`config.mk`:
```
export PLATFORM = sky130hd
export DESIGN_NAME = ifd_decoder
export DESIGN_NICKNAME = d
export VERILOG_FILES = /design/src/verilog/ifd_pkg.sv /design/src/verilog/ifd_decoder.sv
export SDC_FILE = /design/constraint.sdc
export NUM_CORES = 1
export LEC_CHECK = 0
export ABC_CLOCK_PERIOD_IN_PS = 8100
export BUFFER_PORTS_ARGS = -buffer_cell sky130_fd_sc_hd__buf_2
export CAP_MARGIN = 20
export CORE_AREA = 2 2 171 207
export CTS_CLUSTER_DIAMETER = 80
export DETAILED_ROUTE_END_ITERATION = 10
export DIE_AREA = 0 0 173 209
export PLACE_DENSITY = 0.85
export SLEW_MARGIN = 20
export SYNTH_ARGS = -nofsm -noshare
export SYNTH_HDL_FRONTEND = slang
export SYNTH_SLANG_ARGS = --single-unit
```
`constraint.sdc`:
```
create_clock -name CORE_CLK -period 8.1 [get_ports CORE_CLK]
set_input_delay 1.62 -clock CORE_CLK [delete_from_list [all_inputs] [get_ports CORE_CLK]]
set_output_delay 1.62 -clock CORE_CLK [all_outputs]
set_load 0.005 [all_outputs]
```
`src/verilog/ifd_pkg.sv`:
```
package ifd_pkg;

   // Register byte offsets
   localparam logic [7:0] IFD_OFS_CTRL = 8'h00;
   localparam logic [7:0] IFD_OFS_INSTR = 8'h04;
   localparam logic [7:0] IFD_OFS_PCTR = 8'h08;
   localparam logic [7:0] IFD_OFS_ACC = 8'h0C;
   localparam logic [7:0] IFD_OFS_QREG = 8'h10;
   localparam logic [7:0] IFD_OFS_BANK0 = 8'h14;
   localparam logic [7:0] IFD_OFS_BANK1 = 8'h18;
   localparam logic [7:0] IFD_OFS_BANK2 = 8'h1C;
   localparam logic [7:0] IFD_OFS_INDEX1 = 8'h20;
   localparam logic [7:0] IFD_OFS_INDEX7 = 8'h38;
   localparam logic [7:0] IFD_OFS_FIELDS = 8'h40;
   localparam logic [7:0] IFD_OFS_EADDR = 8'h44;
   localparam logic [7:0] IFD_OFS_JUMP = 8'h48;

   // Control register fields
   localparam int IFD_CTRL_EXP_BIT = 0;
   localparam int IFD_CTRL_RECOV_BIT = 1;
   localparam logic [1:0] IFD_CTRL_RST = 2'h0;

   // Instruction word layout
   localparam int IFD_F_HI = 29;
   localparam int IFD_F_LO = 24;
   localparam int IFD_F2_HI = 23;
   localparam int IFD_F2_LO = 18;
   localparam int IFD_J_HI = 23;
   localparam int IFD_J_LO = 21;
   localparam int IFD_JH_HI = 23;
   localparam int IFD_JH_LO = 20;
   localparam int IFD_JH2_HI = 12;
   localparam int IFD_JH2_LO = 9;
   localparam int IFD_K_HI = 20;
   localparam int IFD_K_LO = 18;
   localparam int IFD_KH_HI = 19;
   localparam int IFD_KH2_BIT = 8;
   localparam int IFD_B_HI = 17;
   localparam int IFD_B_LO = 15;
   localparam int IFD_S_HI = 14;
   localparam int IFD_S_LO = 13;
   localparam int IFD_Y13_HI = 12;
   localparam int IFD_Y15_HI = 14;
   localparam int IFD_Y8_HI = 7;
   localparam int IFD_P_HI = 16;
   localparam int IFD_P_LO = 13;

   // Codes and fixed values
   localparam logic [5:0] IFD_TYPE2_ESC = 6'h3F;
   localparam logic [5:0] IFD_FAULT_CODE = 6'h00;
   localparam logic [16:0] IFD_FAULT_ADDR0 = 17'h00000;
   localparam logic [16:0] IFD_FAULT_ADDR1 = 17'h00160;
   localparam logic [2:0] IFD_K_COMPAT = 3'h3;
   localparam logic [1:0] IFD_S_PCTR = 2'h3;
   localparam logic [6:0] IFD_CM_INDEX_BASE = 7'h70;
   localparam logic [29:0] IFD_WORD_RST = 30'h00000000;

   typedef struct packed {
      logic type2;
      logic [5:0] fcode;
      logic fault;
      logic [16:0] fault_addr;
      logic [2:0] cond;
      logic [3:0] chan;
      logic [2:0] opmode;
      logic [2:0] idx_sel;
      logic [6:0] idx_cm_addr;
      logic [1:0] ext_sel;
      logic bank_ext;
      logic [16:0] eff_addr;
      logic skip;
      logic ret_jump;
      logic [29:0] ret_word;
      logic [16:0] ret_target;
   } ifd_dec_t;

endpackage

```
`src/verilog/ifd_decoder.sv`:
```
`timescale 1ns/1ps
// Notes on behaviour
// - Type I function code is instruction bits 29..24.
// - Top six bits octal 77 mean Type II, function from bits 23..18.
// - Function 00 faults and jumps to 00000 or 00540 by recovery switch.
// - Expanded mode memory references use 13-bit operand prefixed with bank bits.
// - Type II operand is bits 7..0 or 12..0 as required.
// - Compatibility mode uses 15-bit operand plus index, no bank bits.
// - Extension field bits 14..13 picks bank 0..2 or counter bits 16..13.
// - Restricted operand modes drop the extension field; operand is 15 bits.
// - Some codes always bank-extend, others only with nonzero short mode.
// - Return jumps store counter plus one, then continue at address plus one.
// - I/O codes 66 and 67 leave the low 15 bits untranslated.
// - Index select bits 17..15 pick index 1..7; zero means none.
// - Index addition is a plain adder; the sum wraps, so nonzero parts can give zero.
// - Using an index register clears its bits above 16 or 14.
// - Index registers live at control memory words 00161..00167.
// - Branch condition is bits 23..21.
// - Outside exceptions, branch condition chooses skip on second or result register.
// - Sign tests look only at the sign bit.
// - I/O channel field is bits 23..20, channels 0 to 15.
// - Type II channel or bank select is bits 12..9.
// - Compatibility format forces operand mode to 3.
// - Operand mode is bits 20..18; short form bits 19..18 or bit 8.
module ifd_decoder
   import ifd_pkg::*;
#(
   parameter int WORD_W = 30,
   parameter int ADDR_W = 17
) (
   // Clock and reset
   input wire logic CORE_CLK,
   input wire logic NRST,
   // APB slave
   input wire logic PSEL,
   input wire logic PENABLE,
   input wire logic PWRITE,
   input wire logic [7:0] PADDR,
   input wire logic [31:0] PWDATA,
   output logic [31:0] PRDATA,
   output logic PREADY,
   output logic PSLVERR,
   // Decoded instruction to the sequencer
   output ifd_dec_t DEC,
   output logic DEC_VALID
);

   logic [1:0] ctrl_reg;
   logic [WORD_W-1:0] ir_reg;
   logic ir_valid_reg;
   logic [ADDR_W-1:0] pctr_reg;
   logic [WORD_W-1:0] acc_reg;
   logic [WORD_W-1:0] q_reg;
   logic [3:0] bank_reg [3];
   logic [WORD_W-1:0] index_regs [1:7];
   logic [31:0] prdata_reg;
   logic pslverr_reg;

   logic expanded;
   logic wr_en;
   logic setup;
   ifd_dec_t dec;
   ifd_dec_t fld;
   logic bank_ext;
   logic [ADDR_W-1:0] eff_addr;
   logic skip;
   logic ret_jump;
   logic [WORD_W-1:0] ret_word;
   logic [ADDR_W-1:0] ret_target;
   logic mem_read;
   logic mem_store;
   logic mem_replace;
   logic always_ext;
   logic io_ext;
   logic io_fmt;
   logic no_xlate;
   logic k_restr;
   logic skip_excl;
   logic [1:0] khat;
   logic [3:0] ext_bits;
   logic [ADDR_W-1:0] base;
   logic [ADDR_W-1:0] modifier;
   logic [ADDR_W-1:0] sum;
   logic [WORD_W-1:0] idx_word;
   logic [31:0] rd_mux;
   logic rd_err;
   logic [7:0] op;

   assign expanded = ctrl_reg[IFD_CTRL_EXP_BIT];
   assign setup = PSEL & ~PENABLE;
   assign wr_en = PSEL & PENABLE & PWRITE;

   // Field extraction; address and skip fields are merged in later
   always_comb begin
      fld = '0;
      fld.type2 = (ir_reg[IFD_F_HI:IFD_F_LO] == IFD_TYPE2_ESC);
      if (fld.type2) begin
         fld.fcode = ir_reg[IFD_F2_HI:IFD_F2_LO];
         fld.chan = ir_reg[IFD_JH2_HI:IFD_JH2_LO];
         khat = {1'b0, ir_reg[IFD_KH2_BIT]};
      end else begin
         fld.fcode = ir_reg[IFD_F_HI:IFD_F_LO];
         fld.chan = ir_reg[IFD_JH_HI:IFD_JH_LO];
         khat = ir_reg[IFD_KH_HI:IFD_K_LO];
      end
      fld.fault = (fld.fcode == IFD_FAULT_CODE);
      fld.fault_addr = ctrl_reg[IFD_CTRL_RECOV_BIT] ? IFD_FAULT_ADDR1 : IFD_FAULT_ADDR0;
      fld.cond = ir_reg[IFD_J_HI:IFD_J_LO];
      fld.opmode = expanded ? ir_reg[IFD_K_HI:IFD_K_LO] : IFD_K_COMPAT;
      fld.idx_sel = fld.type2 ? 3'h0 : ir_reg[IFD_B_HI:IFD_B_LO];
      fld.idx_cm_addr = IFD_CM_INDEX_BASE + {4'h0, fld.idx_sel};
      fld.ext_sel = ir_reg[IFD_S_HI:IFD_S_LO];
   end

   // Instruction classes by octal function code
   always_comb begin
      op = {2'h0, fld.fcode};
      mem_read = (op >= 8'o01 && op <= 8'o12) || (op >= 8'o20 && op <= 8'o23)
         || (op >= 8'o26 && op <= 8'o31) || (op >= 8'o40 && op <= 8'o43)
         || (op >= 8'o50 && op <= 8'o53) || op == 8'o70 || op == 8'o71;
      mem_store = (op >= 8'o14 && op <= 8'o16) || op == 8'o32 || op == 8'o33
         || op == 8'o47;
      mem_replace = op == 8'o24 || op == 8'o25 || (op >= 8'o34 && op <= 8'o37)
         || (op >= 8'o44 && op <= 8'o46) || (op >= 8'o54 && op <= 8'o57);
      always_ext = (op >= 8'o60 && op <= 8'o65) || op == 8'o72
         || op == 8'o13 || op == 8'o17;
      io_ext = op >= 8'o73 && op <= 8'o76;
      io_fmt = op == 8'o13 || op == 8'o17 || (op >= 8'o62 && op <= 8'o67)
         || io_ext;
      no_xlate = op == 8'o66 || op == 8'o67;
      skip_excl = op == 8'o04 || op == 8'o12 || op == 8'o13 || op == 8'o16
         || op == 8'o17 || op == 8'o23 || op == 8'o26 || op == 8'o27
         || (op >= 8'o60 && op <= 8'o67) || (op >= 8'o70 && op <= 8'o76);
      k_restr = (fld.opmode == 3'h0) || (fld.opmode == 3'h4)
         || ((fld.opmode == 3'h7) && !mem_store);
   end

   // Bank extension and effective address
   always_comb begin
      bank_ext = 1'b0;
      if (expanded) begin
         if (fld.type2) begin
            bank_ext = (khat != 2'h0);
         end else if (always_ext) begin
            bank_ext = 1'b1;
         end else if (io_ext) begin
            bank_ext = (khat != 2'h0);
         end else if (mem_read || mem_store || mem_replace) begin
            bank_ext = !k_restr;
         end
      end
      ext_bits = (fld.ext_sel == IFD_S_PCTR) ? pctr_reg[IFD_P_HI:IFD_P_LO]
         : bank_reg[fld.ext_sel];
      if (bank_ext) begin
         base = {ext_bits, ir_reg[IFD_Y13_HI:0]};
      end else if (fld.type2) begin
         base = {9'h000, ir_reg[IFD_Y8_HI:0]};
      end else begin
         base = {2'h0, ir_reg[IFD_Y15_HI:0]};
      end
      idx_word = (fld.idx_sel == 3'h0) ? IFD_WORD_RST : index_regs[fld.idx_sel];
      modifier = expanded ? idx_word[ADDR_W-1:0]
         : {2'h0, idx_word[IFD_Y15_HI:0]};
      sum = base + modifier;
      if (no_xlate) begin
         eff_addr = {2'h0, ir_reg[IFD_Y15_HI:0]};
      end else if (expanded) begin
         eff_addr = sum;
      end else begin
         eff_addr = {2'h0, sum[IFD_Y15_HI:0]};
      end
      ret_jump = !fld.type2 && (op == 8'o64 || op == 8'o65);
      ret_word = {{(WORD_W-ADDR_W){1'b0}}, pctr_reg + 17'h00001};
      ret_target = eff_addr + 17'h00001;
   end

   // Skip evaluation
   always_comb begin
      skip = 1'b0;
      if (!fld.type2 && !skip_excl && !io_fmt) begin
         unique case (fld.cond)
            3'h0: skip = 1'b0;
            3'h1: skip = 1'b1;
            3'h2: skip = !q_reg[WORD_W-1];
            3'h3: skip = q_reg[WORD_W-1];
            3'h4: skip = (acc_reg == IFD_WORD_RST);
            3'h5: skip = (acc_reg != IFD_WORD_RST);
            3'h6: skip = !acc_reg[WORD_W-1];
            3'h7: skip = acc_reg[WORD_W-1];
         endcase
      end
   end

   // One process owns the whole decoded word
   always_comb begin
      dec = fld;
      dec.bank_ext = bank_ext;
      dec.eff_addr = eff_addr;
      dec.skip = skip;
      dec.ret_jump = ret_jump;
      dec.ret_word = ret_word;
      dec.ret_target = ret_target;
   end

   assign DEC = dec;
   assign DEC_VALID = ir_valid_reg;

   // Control register
   always_ff @(posedge CORE_CLK or negedge NRST) begin
      if (!NRST) begin
         ctrl_reg <= IFD_CTRL_RST;
      end else if (wr_en && PADDR == IFD_OFS_CTRL) begin
         ctrl_reg <= PWDATA[1:0];
      end
   end

   // Instruction register; a load makes the decode valid next cycle
   always_ff @(posedge CORE_CLK or negedge NRST) begin
      if (!NRST) begin
         ir_reg <= IFD_WORD_RST;
         ir_valid_reg <= 1'b0;
      end else begin
         ir_valid_reg <= wr_en && PADDR == IFD_OFS_INSTR;
         if (wr_en && PADDR == IFD_OFS_INSTR) begin
            ir_reg <= PWDATA[WORD_W-1:0];
         end
      end
   end

   // Counter, result and second registers
   always_ff @(posedge CORE_CLK or negedge NRST) begin
      if (!NRST) begin
         pctr_reg <= '0;
         acc_reg <= IFD_WORD_RST;
         q_reg <= IFD_WORD_RST;
      end else if (wr_en) begin
         if (PADDR == IFD_OFS_PCTR) begin
            pctr_reg <= PWDATA[ADDR_W-1:0];
         end
         if (PADDR == IFD_OFS_ACC) begin
            acc_reg <= PWDATA[WORD_W-1:0];
         end
         if (PADDR == IFD_OFS_QREG) begin
            q_reg <= PWDATA[WORD_W-1:0];
         end
      end
   end

   // Bank registers
   always_ff @(posedge CORE_CLK or negedge NRST) begin
      if (!NRST) begin
         for (int i = 0; i < 3; i++) begin
            bank_reg[i] <= 4'h0;
         end
      end else if (wr_en) begin
         for (int i = 0; i < 3; i++) begin
            if (PADDR == IFD_OFS_BANK0 + 8'(4 * i)) begin
               bank_reg[i] <= PWDATA[3:0];
            end
         end
      end
   end

   // Index registers; a write wins over the use-clear
   always_ff @(posedge CORE_CLK or negedge NRST) begin
      if (!NRST) begin
         for (int i = 1; i < 8; i++) begin
            index_regs[i] <= IFD_WORD_RST;
         end
      end else begin
         for (int i = 1; i < 8; i++) begin
            if (wr_en && PADDR == IFD_OFS_INDEX1 + 8'(4 * (i - 1))) begin
               index_regs[i] <= PWDATA[WORD_W-1:0];
            end else if (ir_valid_reg && !no_xlate && dec.idx_sel == 3'(i)) begin
               if (expanded) begin
                  index_regs[i] <= {{(WORD_W-ADDR_W){1'b0}},
                     index_regs[i][ADDR_W-1:0]};
               end else begin
                  index_regs[i] <= {15'h0000, index_regs[i][IFD_Y15_HI:0]};
               end
            end
         end
      end
   end

   // Read mux
   always_comb begin
      rd_mux = 32'h00000000;
      rd_err = 1'b0;
      if (PADDR >= IFD_OFS_INDEX1 && PADDR <= IFD_OFS_INDEX7 && PADDR[1:0] == 2'h0) begin
         rd_mux = {2'h0, index_regs[3'(((PADDR - IFD_OFS_INDEX1) >> 2) + 8'h01)]};
      end else begin
         unique case (PADDR)
            IFD_OFS_CTRL: rd_mux = {30'h00000000, ctrl_reg};
            IFD_OFS_INSTR: rd_mux = {2'h0, ir_reg};
            IFD_OFS_PCTR: rd_mux = {15'h0000, pctr_reg};
            IFD_OFS_ACC: rd_mux = {2'h0, acc_reg};
            IFD_OFS_QREG: rd_mux = {2'h0, q_reg};
            IFD_OFS_BANK0: rd_mux = {28'h0000000, bank_reg[0]};
            IFD_OFS_BANK1: rd_mux = {28'h0000000, bank_reg[1]};
            IFD_OFS_BANK2: rd_mux = {28'h0000000, bank_reg[2]};
            IFD_OFS_FIELDS: rd_mux = {6'h00, dec.bank_ext, dec.ext_sel, dec.idx_sel,
               dec.opmode, dec.chan, dec.cond, dec.skip, dec.fault, dec.type2,
               dec.ret_jump, dec.fcode};
            IFD_OFS_EADDR: rd_mux = {15'h0000, dec.eff_addr};
            IFD_OFS_JUMP: rd_mux = {15'h0000,
               dec.fault ? dec.fault_addr : dec.ret_target};
            default: rd_err = 1'b1;
         endcase
      end
   end

   // Read data and error are sampled in the setup cycle
   always_ff @(posedge CORE_CLK or negedge NRST) begin
      if (!NRST) begin
         prdata_reg <= 32'h00000000;
         pslverr_reg <= 1'b0;
      end else if (setup) begin
         prdata_reg <= PWRITE ? 32'h00000000 : rd_mux;
         pslverr_reg <= rd_err;
      end
   end

   assign PRDATA = prdata_reg;
   assign PREADY = PSEL & PENABLE;
   assign PSLVERR = PSEL & PENABLE & pslverr_reg;

endmodule

```
-- Word level (Yosys, flattened, before mapping)
Cells that the tools add are included.
W data, S select, Z words.
- flip-flop bits (word level): 365
- input bits: 45
- output and inout bits: 149
- word-level logic and storage cells: 297
- $add $sub $neg: 6
- order comparisons: 30
- eq/ne operators: 62
- muxes and demuxes: 50
- bitwise operators: 8
- reductions and logical operators: 109
- operators with widths (cell ; count):
    $mux W30 ; 16
    $pmux W30 S11 ; 1
    $bmux W30 S3 ; 2
    $mux W17 ; 9
    $mux W32 ; 2
    $eq A8 B6 Y1 const B ; 7
    $eq A6 B6 Y1 const B ; 9
    $ge A6 B6 Y1 const B ; 8
    $eq A6 B5 Y1 const B ; 7
    $le A6 B6 Y1 const B ; 7
    $logic_and A1 B1 Y1 ; 37
    $add A17 B1 Y17 const B ; 2
    $logic_or A1 B1 Y1 ; 34
    $eq A8 B5 Y1 const B ; 4
    $eq A3 B3 Y1 const B ; 10
    $logic_not A30 Y1 ; 1
    $reduce_bool A30 Y1 ; 1
    $reduce_and A2 Y1 ; 13
    $eq A6 B4 Y1 const B ; 4
    $eq A8 B7 Y1 const B ; 3
    $ge A6 B5 Y1 const B ; 3
    $le A6 B5 Y1 const B ; 3
    $add A17 B17 Y17 ; 1
    $eq A8 B4 Y1 const B ; 2
    other kinds (36) ; 79

-- Longest topological paths before layout
Gate-level depths: netlist (run 1).
- depth after elaboration: 26
- mapped depth: 21

-- Worst setup path before layout (run 1)
Ideal clock, no wire load.
- path kind: reg2out
- start: register ir_reg[28]
- end: output port DEC[15] in the netlist's numbering
- arrival time: 4.484 ns
- required time: 6.480 ns
- slack: 1.996 ns
- stages on the path, launching flop included: 21
- path buffers: 2
- path through: dfrtp_1 -> nand2_1 -> or2_2 -> nand2_1 -> or2_2 -> clkbuf_1 -> clkbuf_1 -> o211ai_1 -> o41ai_1 -> ha_1 -> fa_1 -> a211oi_1 -> nor2_1 -> xor2_1 -> nand3_1 -> o32ai_2 -> nand3_2 -> nor2_2 -> nand2_1 -> nor2_1 -> xor2_1
- RTL lines (element ; line ; text):
    start, declared ; ifd_decoder.sv:49 ; logic [WORD_W-1:0] ir_reg;
    start signal, assigned ; ifd_decoder.sv:225 ; ir_reg <= PWDATA[WORD_W-1:0];
    end, declared ; ifd_decoder.sv:44 ; output ifd_dec_t DEC,

==> results of run 1 <==
[Yosys cell counts, types with 4 or more instances]
library cell	instances	share of area (%)
o211ai_1	8	0.29
xor2_1	17	0.72
nor2_1	73	1.3
a31oi_1	8	0.24
a221oi_1	40	1.7
and2_0	4	0.12
nand3_1	56	1.4
nand2b_1	9	0.27
and3_1	19	0.58
nor4_1	11	0.33
ha_1	22	1.3
nor3_1	16	0.39
mux4_2	33	3.6
a211oi_1	35	1.3
xnor2_1	24	1.0
and2_1	11	0.33
mux2i_1	33	1.6
inv_1	23	0.42
a22o_1	96	4.1
a21o_1	7	0.25
o2111ai_1	4	0.17
nand4_1	16	0.49
o31ai_1	10	0.36
nand2_1	334	6.1
a222oi_1	12	0.58
clkbuf_1	155	2.8
nor2b_1	11	0.33
dfrtp_1	363	44
buf_4	47	1.7
buf_1	10	0.18
a21oi_1	65	1.6
o21ai_0	99	2.4
mux2_2	207	11
buf_2	9	0.22
o31ai_2	4	0.24
or3_1	7	0.21
a22oi_1	44	1.6
o22ai_1	5	0.15
o21a_1	9	0.33
o221ai_1	13	0.55
[worst register-to-register path, cell delays in order, from the launching register on]
cell      delay, ns
dfrtp_1        0.62
nand4_1        0.38
or2_2          0.54
nand2_1        0.13
or2_2          0.38
nor2_1         0.08
o41ai_1        0.52
ha_1           0.35
fa_1           0.25
a211oi_1       0.12
nor2_1         0.14
xor2_1         0.37
nand3_1        0.28
o32ai_4        0.44
nand3_2        0.21
nor2_2         0.29
nand2_1        0.11
or4_1          0.59
a31oi_1        0.21
[cell usage in the layout (no fill, tap or decap), types with 9 or more instances in the layout]
cell and instances:
a211oi_1 35, a21oi_1 65, a221oi_1 40, a222oi_1 12
a22o_1 96, a22oi_1 44, and2_1 11, and3_1 19
buf_2 157, buf_4 41, clkbuf_1 12, clkbuf_16 39
conb_1 33, dfrtp_1 361, ha_1 21, inv_1 23
mux2_2 207, mux2i_1 33, mux4_2 33, nand2_1 334
nand2b_1 9, nand3_1 56, nand4_1 16, nor2_1 65
nor2b_1 11, nor3_1 12, nor4_1 10, o21a_1 9
o21ai_0 99, o221ai_1 13, o31ai_1 10, xnor2_1 24
xor2_1 16
[timing repair]
item / CTS / global route
hold buffers: 0 / 0
resized for setup: 0 / 4
endpoints found under the setup margin: 0 / 3
[stage by stage]
stage | util (%) | worst slack [ns] | power [W] | std cells | area, µm²
after floorplan | - | 1.996 | 0.002071 | 2074 | 20740
after global placement | 62.55 | 0.9985 | 0.002186 | 2513 | 21480
after detailed placement | 62.63 | 0.8955 | 0.002194 | 2514 | 21510
after CTS | 66.12 | 0.3266 | 0.003892 | 2577 | 22710
after global routing | 66.28 | -0.06336 | 0.003991 | 2579 | 22760
final | 66.28 | 0.2889 | 0.003893 | 2579 | 22760
[cell type report]
class	count	area share [%]
timing repair buffer	202	5.200
tap	462	2.539
multi-input combinational	1462	46.64
antenna	1	0.01099
inverter	26	0.4287
sequential	363	39.92
clock inverter	8	0.5332
clock buffer	55	4.727
[cells by family (layout without fill, tap and decap cells)]
| logic type | Yosys count | in the layout |
|---|---|---|
| other cells | 2 | 34 |
| compound gates | 503 | 503 |
| fa+ha+maj | 23 | 23 |
| xor+xnor | 42 | 42 |
| flops | 363 | 363 |
| mux | 274 | 274 |
| buf+inv | 249 | 291 |
| simple gates | 587 | 587 |
[power breakdown]
part / internal, W / total [W] / switching, W / leakage, nW
clock: 0.00101 / 0.00172 / 0.000707 / 0.582
sequential: 0.00184 / 0.00187 / 0.0000283 / 4.92
combinational: 0.0000972 / 0.000305 / 0.000208 / 5.37
total: 0.00295 / 0.00389 / 0.000943 / 10.9
[worst min path at each step]
stage	start	end	slack [ns]	cells past startpoint
2_1_floorplan	index_regs[181]	index_regs[181]	0.45	2
3_3_place_gp	PRDATA[12]	PRDATA[12]	0.46	2
3_5_place_dp	PRDATA[7]	PRDATA[7]	0.46	2
4_1_cts	PRDATA[7]	PRDATA[7]	0.48	2
5_1_grt	PRDATA[7]	PRDATA[7]	0.51	2
6_report	PRDATA[7]	PRDATA[7]	0.47	2
[per-layer routing]
| metal | wire length (µm) | vias up |
|---|---|---|
| met5 | 13 | - |
| met4 | 5939 | 2 |
| met3 | 7781 | 384 |
| met2 | 31850 | 1410 |
| met1 | 24620 | 8936 |
| li1 | - | 7526 |
==> results.sh, run 1 <==
export IMPL_die_area_um2=36160
export IMPL_synth_top_family_by_area="compound AO/OA/AOI/OAI gates"
export IMPL_finalSetupViolCount=0
export IMPL_largest_register="index_regs"
export IMPL_synth_seq_cells=363
export IMPL_outcome="completed"
export IMPL_period_minus_slack_ns=7.811
export IMPL_grt_max_degree=191
export IMPL_crit_buf_inv=1
export IMPL_startpoint_type="flop"
export IMPL_coreArea_um2=34350
export IMPL_worst_slew_pin_slew_ns=1.217
export IMPL_die_w_um=173
export IMPL_cts_tree="yes"
export IMPL_area_growth_pct=10.38
export IMPL_dp_final_hpwl_um=47200
export IMPL_viasPerCell=7.079
export IMPL_gr_total_overflow=0
export IMPL_port_buffers=158
export IMPL_async_flop_share_pct=100.0
export IMPL_drt_first_pass_iters=8
export IMPL_post_cts_setup_buffers=0
export IMPL_critical_path_top_delay_family="simple AND/OR/NAND/NOR gates"
export IMPL_synth_mux_area_share_pct=16.58
export IMPL_yosys_area_share_simple_pct=12.60
export IMPL_met1_usage_pct=48.03
export IMPL_wire_per_inst_um=27.22
export IMPL_critPathMaxFanout=15
export IMPL_clockBufferDepth=3
export IMPL_largest_reg_flops=210
export IMPL_layout_drive_gt1_share_pct=25.43
export IMPL_synth_ff_type="dfrtp_1"
export IMPL_ant_nets=0
export IMPL_cp_arrival_ns=6.19
export IMPL_register_area_um2=9086
export IMPL_synth_area_um2=20620
export IMPL_clk_latency_ns=0.54
export IMPL_cts_sinks=363
export IMPL_fin_setup_tns_ns=0
export IMPL_startpoint="ir_reg[25]"
export IMPL_fin_nets=2160
export IMPL_synth_edf_count=0
export IMPL_vias=18258
export IMPL_ys_warnings_count=0
export IMPL_synth_seq_area_share_pct=44.05
export IMPL_finalClockSkew_ns=0.01290
export IMPL_grt_util_all_layers_pct=38.50
export IMPL_p_leak_nw=10.87
export IMPL_crit_end="DEC[14]"
export IMPL_ir_drop_uv=187.4
export IMPL_floorplan_initialDensity_pct=60.04
export IMPL_synth_compound_area_share_pct=17.93
export IMPL_grt_setup_unrepaired="yes"
export IMPL_critPathSlowestCell="dfrtp_1"
export IMPL_grt_busiest_layer="met2"
export IMPL_max_cap_violations=0
export IMPL_antenna_found_initial=2
export IMPL_ios=194
export IMPL_use_met3_pct=8.115
export IMPL_cts_buffers=37
export IMPL_slowest_delay_ns=0.62
export IMPL_drt_iter0_drc=2500
export IMPL_power_density_nw_per_um2=171.0
export IMPL_max_clock_freq_mhz=128.0
export IMPL_cp_end_kind="output pin"
export IMPL_fp_dieH_um=209
export IMPL_grt_pass1_wl_um=106900
export IMPL_routed_wl_um=70210
export IMPL_gp_congestion=0.9992
export IMPL_synth_cells=2043
export IMPL_timing_rr_end="PRDATA[15]"
export IMPL_multi_input_area_um2=10620
export IMPL_synth_xor_area_share_pct=1.851
export IMPL_critPathKind="reg -> out"
export IMPL_r2r_worst_path_cells=18
export IMPL_hold_class="reg -> reg"
export IMPL_yosys_area_share_adder_pct=1.432
export IMPL_met2_usage_pct=59.82
export IMPL_rrSetupSlack_ns=2.01
export IMPL_required_ns=6.48
export IMPL_yosysUniqueCellTypes=87
export IMPL_slew_headroom_pct=18.61
export IMPL_post_route_drc_count=0
export IMPL_hold_ws_ns=0.4746
export IMPL_grt_pass1_vias=17883
export IMPL_r2r_start="ir_reg[25]"
export IMPL_n_fill_cell=2629
export IMPL_period_share_pct=96.43
export IMPL_syn_area_per_cell_um2=10.09
export IMPL_rows=75
export IMPL_clk_pin_slew_ns=0.06
export IMPL_maxSlewViolCount=0
export IMPL_path_depth=15
export IMPL_finalHoldViolations=0
export IMPL_cts_max_level=2
export IMPL_crit_chain="nand4_1 -> or2_2 -> nand2_1 -> or2_2 -> o221ai_1 -> a211oi_1 -> ha_1 -> and3_1 -> a311o_1 -> o21a_1 -> o31ai_2 -> nand2_1 -> nor3_1 -> xnor2_1 -> buf_2"
export IMPL_cts_root_buf="clkbuf_16"
Note: power is estimated with default switching activity, not from simulation.
==> inputs of run 2 (changes only) <==
MAX_ROUTING_LAYER = met4   (was not set)
==> run 2 against run 1 <==
Critical path depth up 3. Worst hold slack worse by 0.0015 ns. Global-route usage grew 1.9 points. Register-to-register slack got worse by 0.09 ns. Clock skew rose by 0.012 ns. Maximum frequency is 0.59% lower.
==> results.sh, run 2 (synthesized netlist as in run 1, its figures left out) <==
export IMPL_outcome="completed"
export IMPL_post_route_drc_count=0
export IMPL_cp_arrival_ns=6.24
export IMPL_cts_max_level=2
export IMPL_clockBufferDepth=3
export IMPL_hold_start="PRDATA[10]"
export IMPL_clk_latency_ns=0.54
export IMPL_slowest_delay_ns=0.65
export IMPL_post_place_cells=2515
export IMPL_switchingPower_w=0.0009623
export IMPL_final_common_cell="dfrtp_1"
export IMPL_dp_final_hpwl_um=48210
export IMPL_clockPowerShare_pct=44.1
export IMPL_wire_per_inst_um=27.60
export IMPL_finalClockSkew_ns=0.02539
export IMPL_r2r_start="ir_reg[25]"
export IMPL_drt_iter0_drc=2251
export IMPL_seqPwrFrac_pct=48.0
export IMPL_cp_end_kind="output pin"
export IMPL_required_ns=6.48
export IMPL_p_leak_nw=10.86
export IMPL_routed_wl_um=71220
export IMPL_cts_sinks=363
export IMPL_cts_root_buf="clkbuf_16"
export IMPL_antenna_found_initial=2
export IMPL_gp_congestion=0.9828
export IMPL_path_depth=18
export IMPL_finalHoldViolations=0
export IMPL_coreArea_um2=34350
export IMPL_startpoint_type="flop"
export IMPL_cts_buffers=37
export IMPL_fp_dieH_um=209
export IMPL_layout_drive_gt1_share_pct=25.57
export IMPL_ir_drop_uv=191.3
export IMPL_port_buffers=158
export IMPL_rows=75
export IMPL_grt_pass1_wl_um=108300
export IMPL_slew_headroom_pct=24.31
export IMPL_die_w_um=173
export IMPL_vias=17981
export IMPL_crit_end="DEC[15]"
export IMPL_viasPerCell=6.969
export IMPL_critPathKind="reg -> out"
export IMPL_ios=194
export IMPL_crit_chain="nand4_1 -> or2_2 -> nand2_1 -> or2_2 -> o221ai_1 -> a211oi_1 -> ha_1 -> a211oi_1 -> nor2_1 -> xor2_1 -> nand3_1 -> o32ai_4 -> nand3_2 -> nor2_2 -> nand2_1 -> nor2_1 -> xor2_1 -> buf_2"
export IMPL_intPower_w=0.002930
export IMPL_rrSetupSlack_ns=1.92
export IMPL_r2r_worst_path_cells=17
export IMPL_final_cell_mix="dfrtp_1 (361), nand2_1 (334), mux2_2 (207)"
export IMPL_period_minus_slack_ns=7.857
export IMPL_grt_util_all_layers_pct=40.35
export IMPL_grt_max_degree=177
export IMPL_hold_path_depth=2
export IMPL_grt_pass1_vias=17687
export IMPL_crit_buf_inv=1
export IMPL_fin_nets=2160
export IMPL_largest_register="index_regs"
export IMPL_fin_setup_tns_ns=0
export IMPL_grt_setup_unrepaired="no"
export IMPL_cts_tree="yes"
export IMPL_largest_reg_flops=210
export IMPL_sw_frac_of_total_pct=24.72
export IMPL_finalSetupViolCount=0
export IMPL_n_fill_cell=2701
export IMPL_timing_rr_end="PRDATA[15]"
export IMPL_power_frac_comb_pct=7.9
export IMPL_power_density_nw_per_um2=171.3
export IMPL_ant_nets=0
export IMPL_worst_slew_pin_slew_ns=1.134
export IMPL_register_area_um2=9086
export IMPL_floorplan_initialDensity_pct=60.04
export IMPL_max_cap_violations=0
export IMPL_multi_input_area_um2=10620
export IMPL_gr_total_overflow=0
export IMPL_critPathMaxFanout=15
export IMPL_clk_pin_slew_ns=0.06
export IMPL_maxSlewViolCount=0
export IMPL_finalNonFillerCells=2580
export IMPL_drt_first_pass_iters=6
export IMPL_critical_path_top_delay_family="simple AND/OR/NAND/NOR gates"
export IMPL_area_growth_pct=10.16
export IMPL_critPathSlowestCell="dfrtp_1"
export IMPL_startpoint="ir_reg[25]"
export IMPL_die_area_um2=36160
export IMPL_max_clock_freq_mhz=127.3
export IMPL_period_share_pct=97.00
export IMPL_hold_class="reg -> reg"
run 2: layout make-up:
| class | instances | area share, % |
|---|---|---|
| clock inverters | 11 | 0.6279 |
| diodes | 2 | 0.02203 |
| multi-input cells | 1462 | 46.74 |
| well taps | 462 | 2.544 |
| repair buffers | 202 | 5.050 |
| clock buffers | 52 | 4.588 |
| flip-flops and latches | 363 | 40.00 |
| inverters | 26 | 0.4296 |
run 2: worst min path at each step:
stage	slack, ns	end
6_report	0.47	PRDATA[10]
3_5_place_dp	0.47	PRDATA[1]
2_1_floorplan	0.45	index_regs[181]
4_1_cts	0.48	PRDATA[1]
3_3_place_gp	0.46	PRDATA[7]
5_1_grt	0.51	q_reg[22]
run 2: repair_timing:
| item | CTS | global route |
|---|---|---|
| hold buffers | 0 | 0 |
| endpoints found under the hold margin | 0 | 0 |
| gates resized for setup | 0 | 3 |
| setup buffers | 0 | 0 |
| setup endpoints to repair | 0 | 2 |
run 2: per-stage QoR:
stage                     total power (W)  setup slack (ns)  hold slack, ns  area [µm²]  util (%)
after floorplan                  0.002071             1.996          0.4522       20740         -
after global placement           0.002189            0.9532          0.4590       21500     62.59
final                            0.003892            0.2428          0.4731       22720     66.15
after global routing             0.003991           0.01341          0.5104       22720     66.15
after CTS                        0.003889            0.2282          0.4790       22680     66.04
after detailed placement         0.002198            0.7886          0.4657       21500     62.59
run 2: tightest hold or removal path, stage by stage, from the launching register on:
cell and delay [ns]:
dfrtp_1 0.34, nand2_1 0.04, o21ai_0 0.06
run 2: per-layer routing:
layer  GRT usage [%]  up-vias  wire, µm
met5               -        -         0
li1                -     7545         -
met3           7.533      290      7211
met2           63.28     1258     33540
met4           25.37        0      5186
met1           48.36     8888     25290
run 2: power by group through the flow:
stage / clock network [W] / registers (W) / logic (W)
finish: 0.00172 / 0.00187 / 0.000307
global placement: 0 / 0.00190 / 0.000292
CTS: 0.00172 / 0.00187 / 0.000301
detailed placement: 0 / 0.00190 / 0.000299
global route: 0.00180 / 0.00187 / 0.000327
floorplan: 0 / 0.00189 / 0.000184
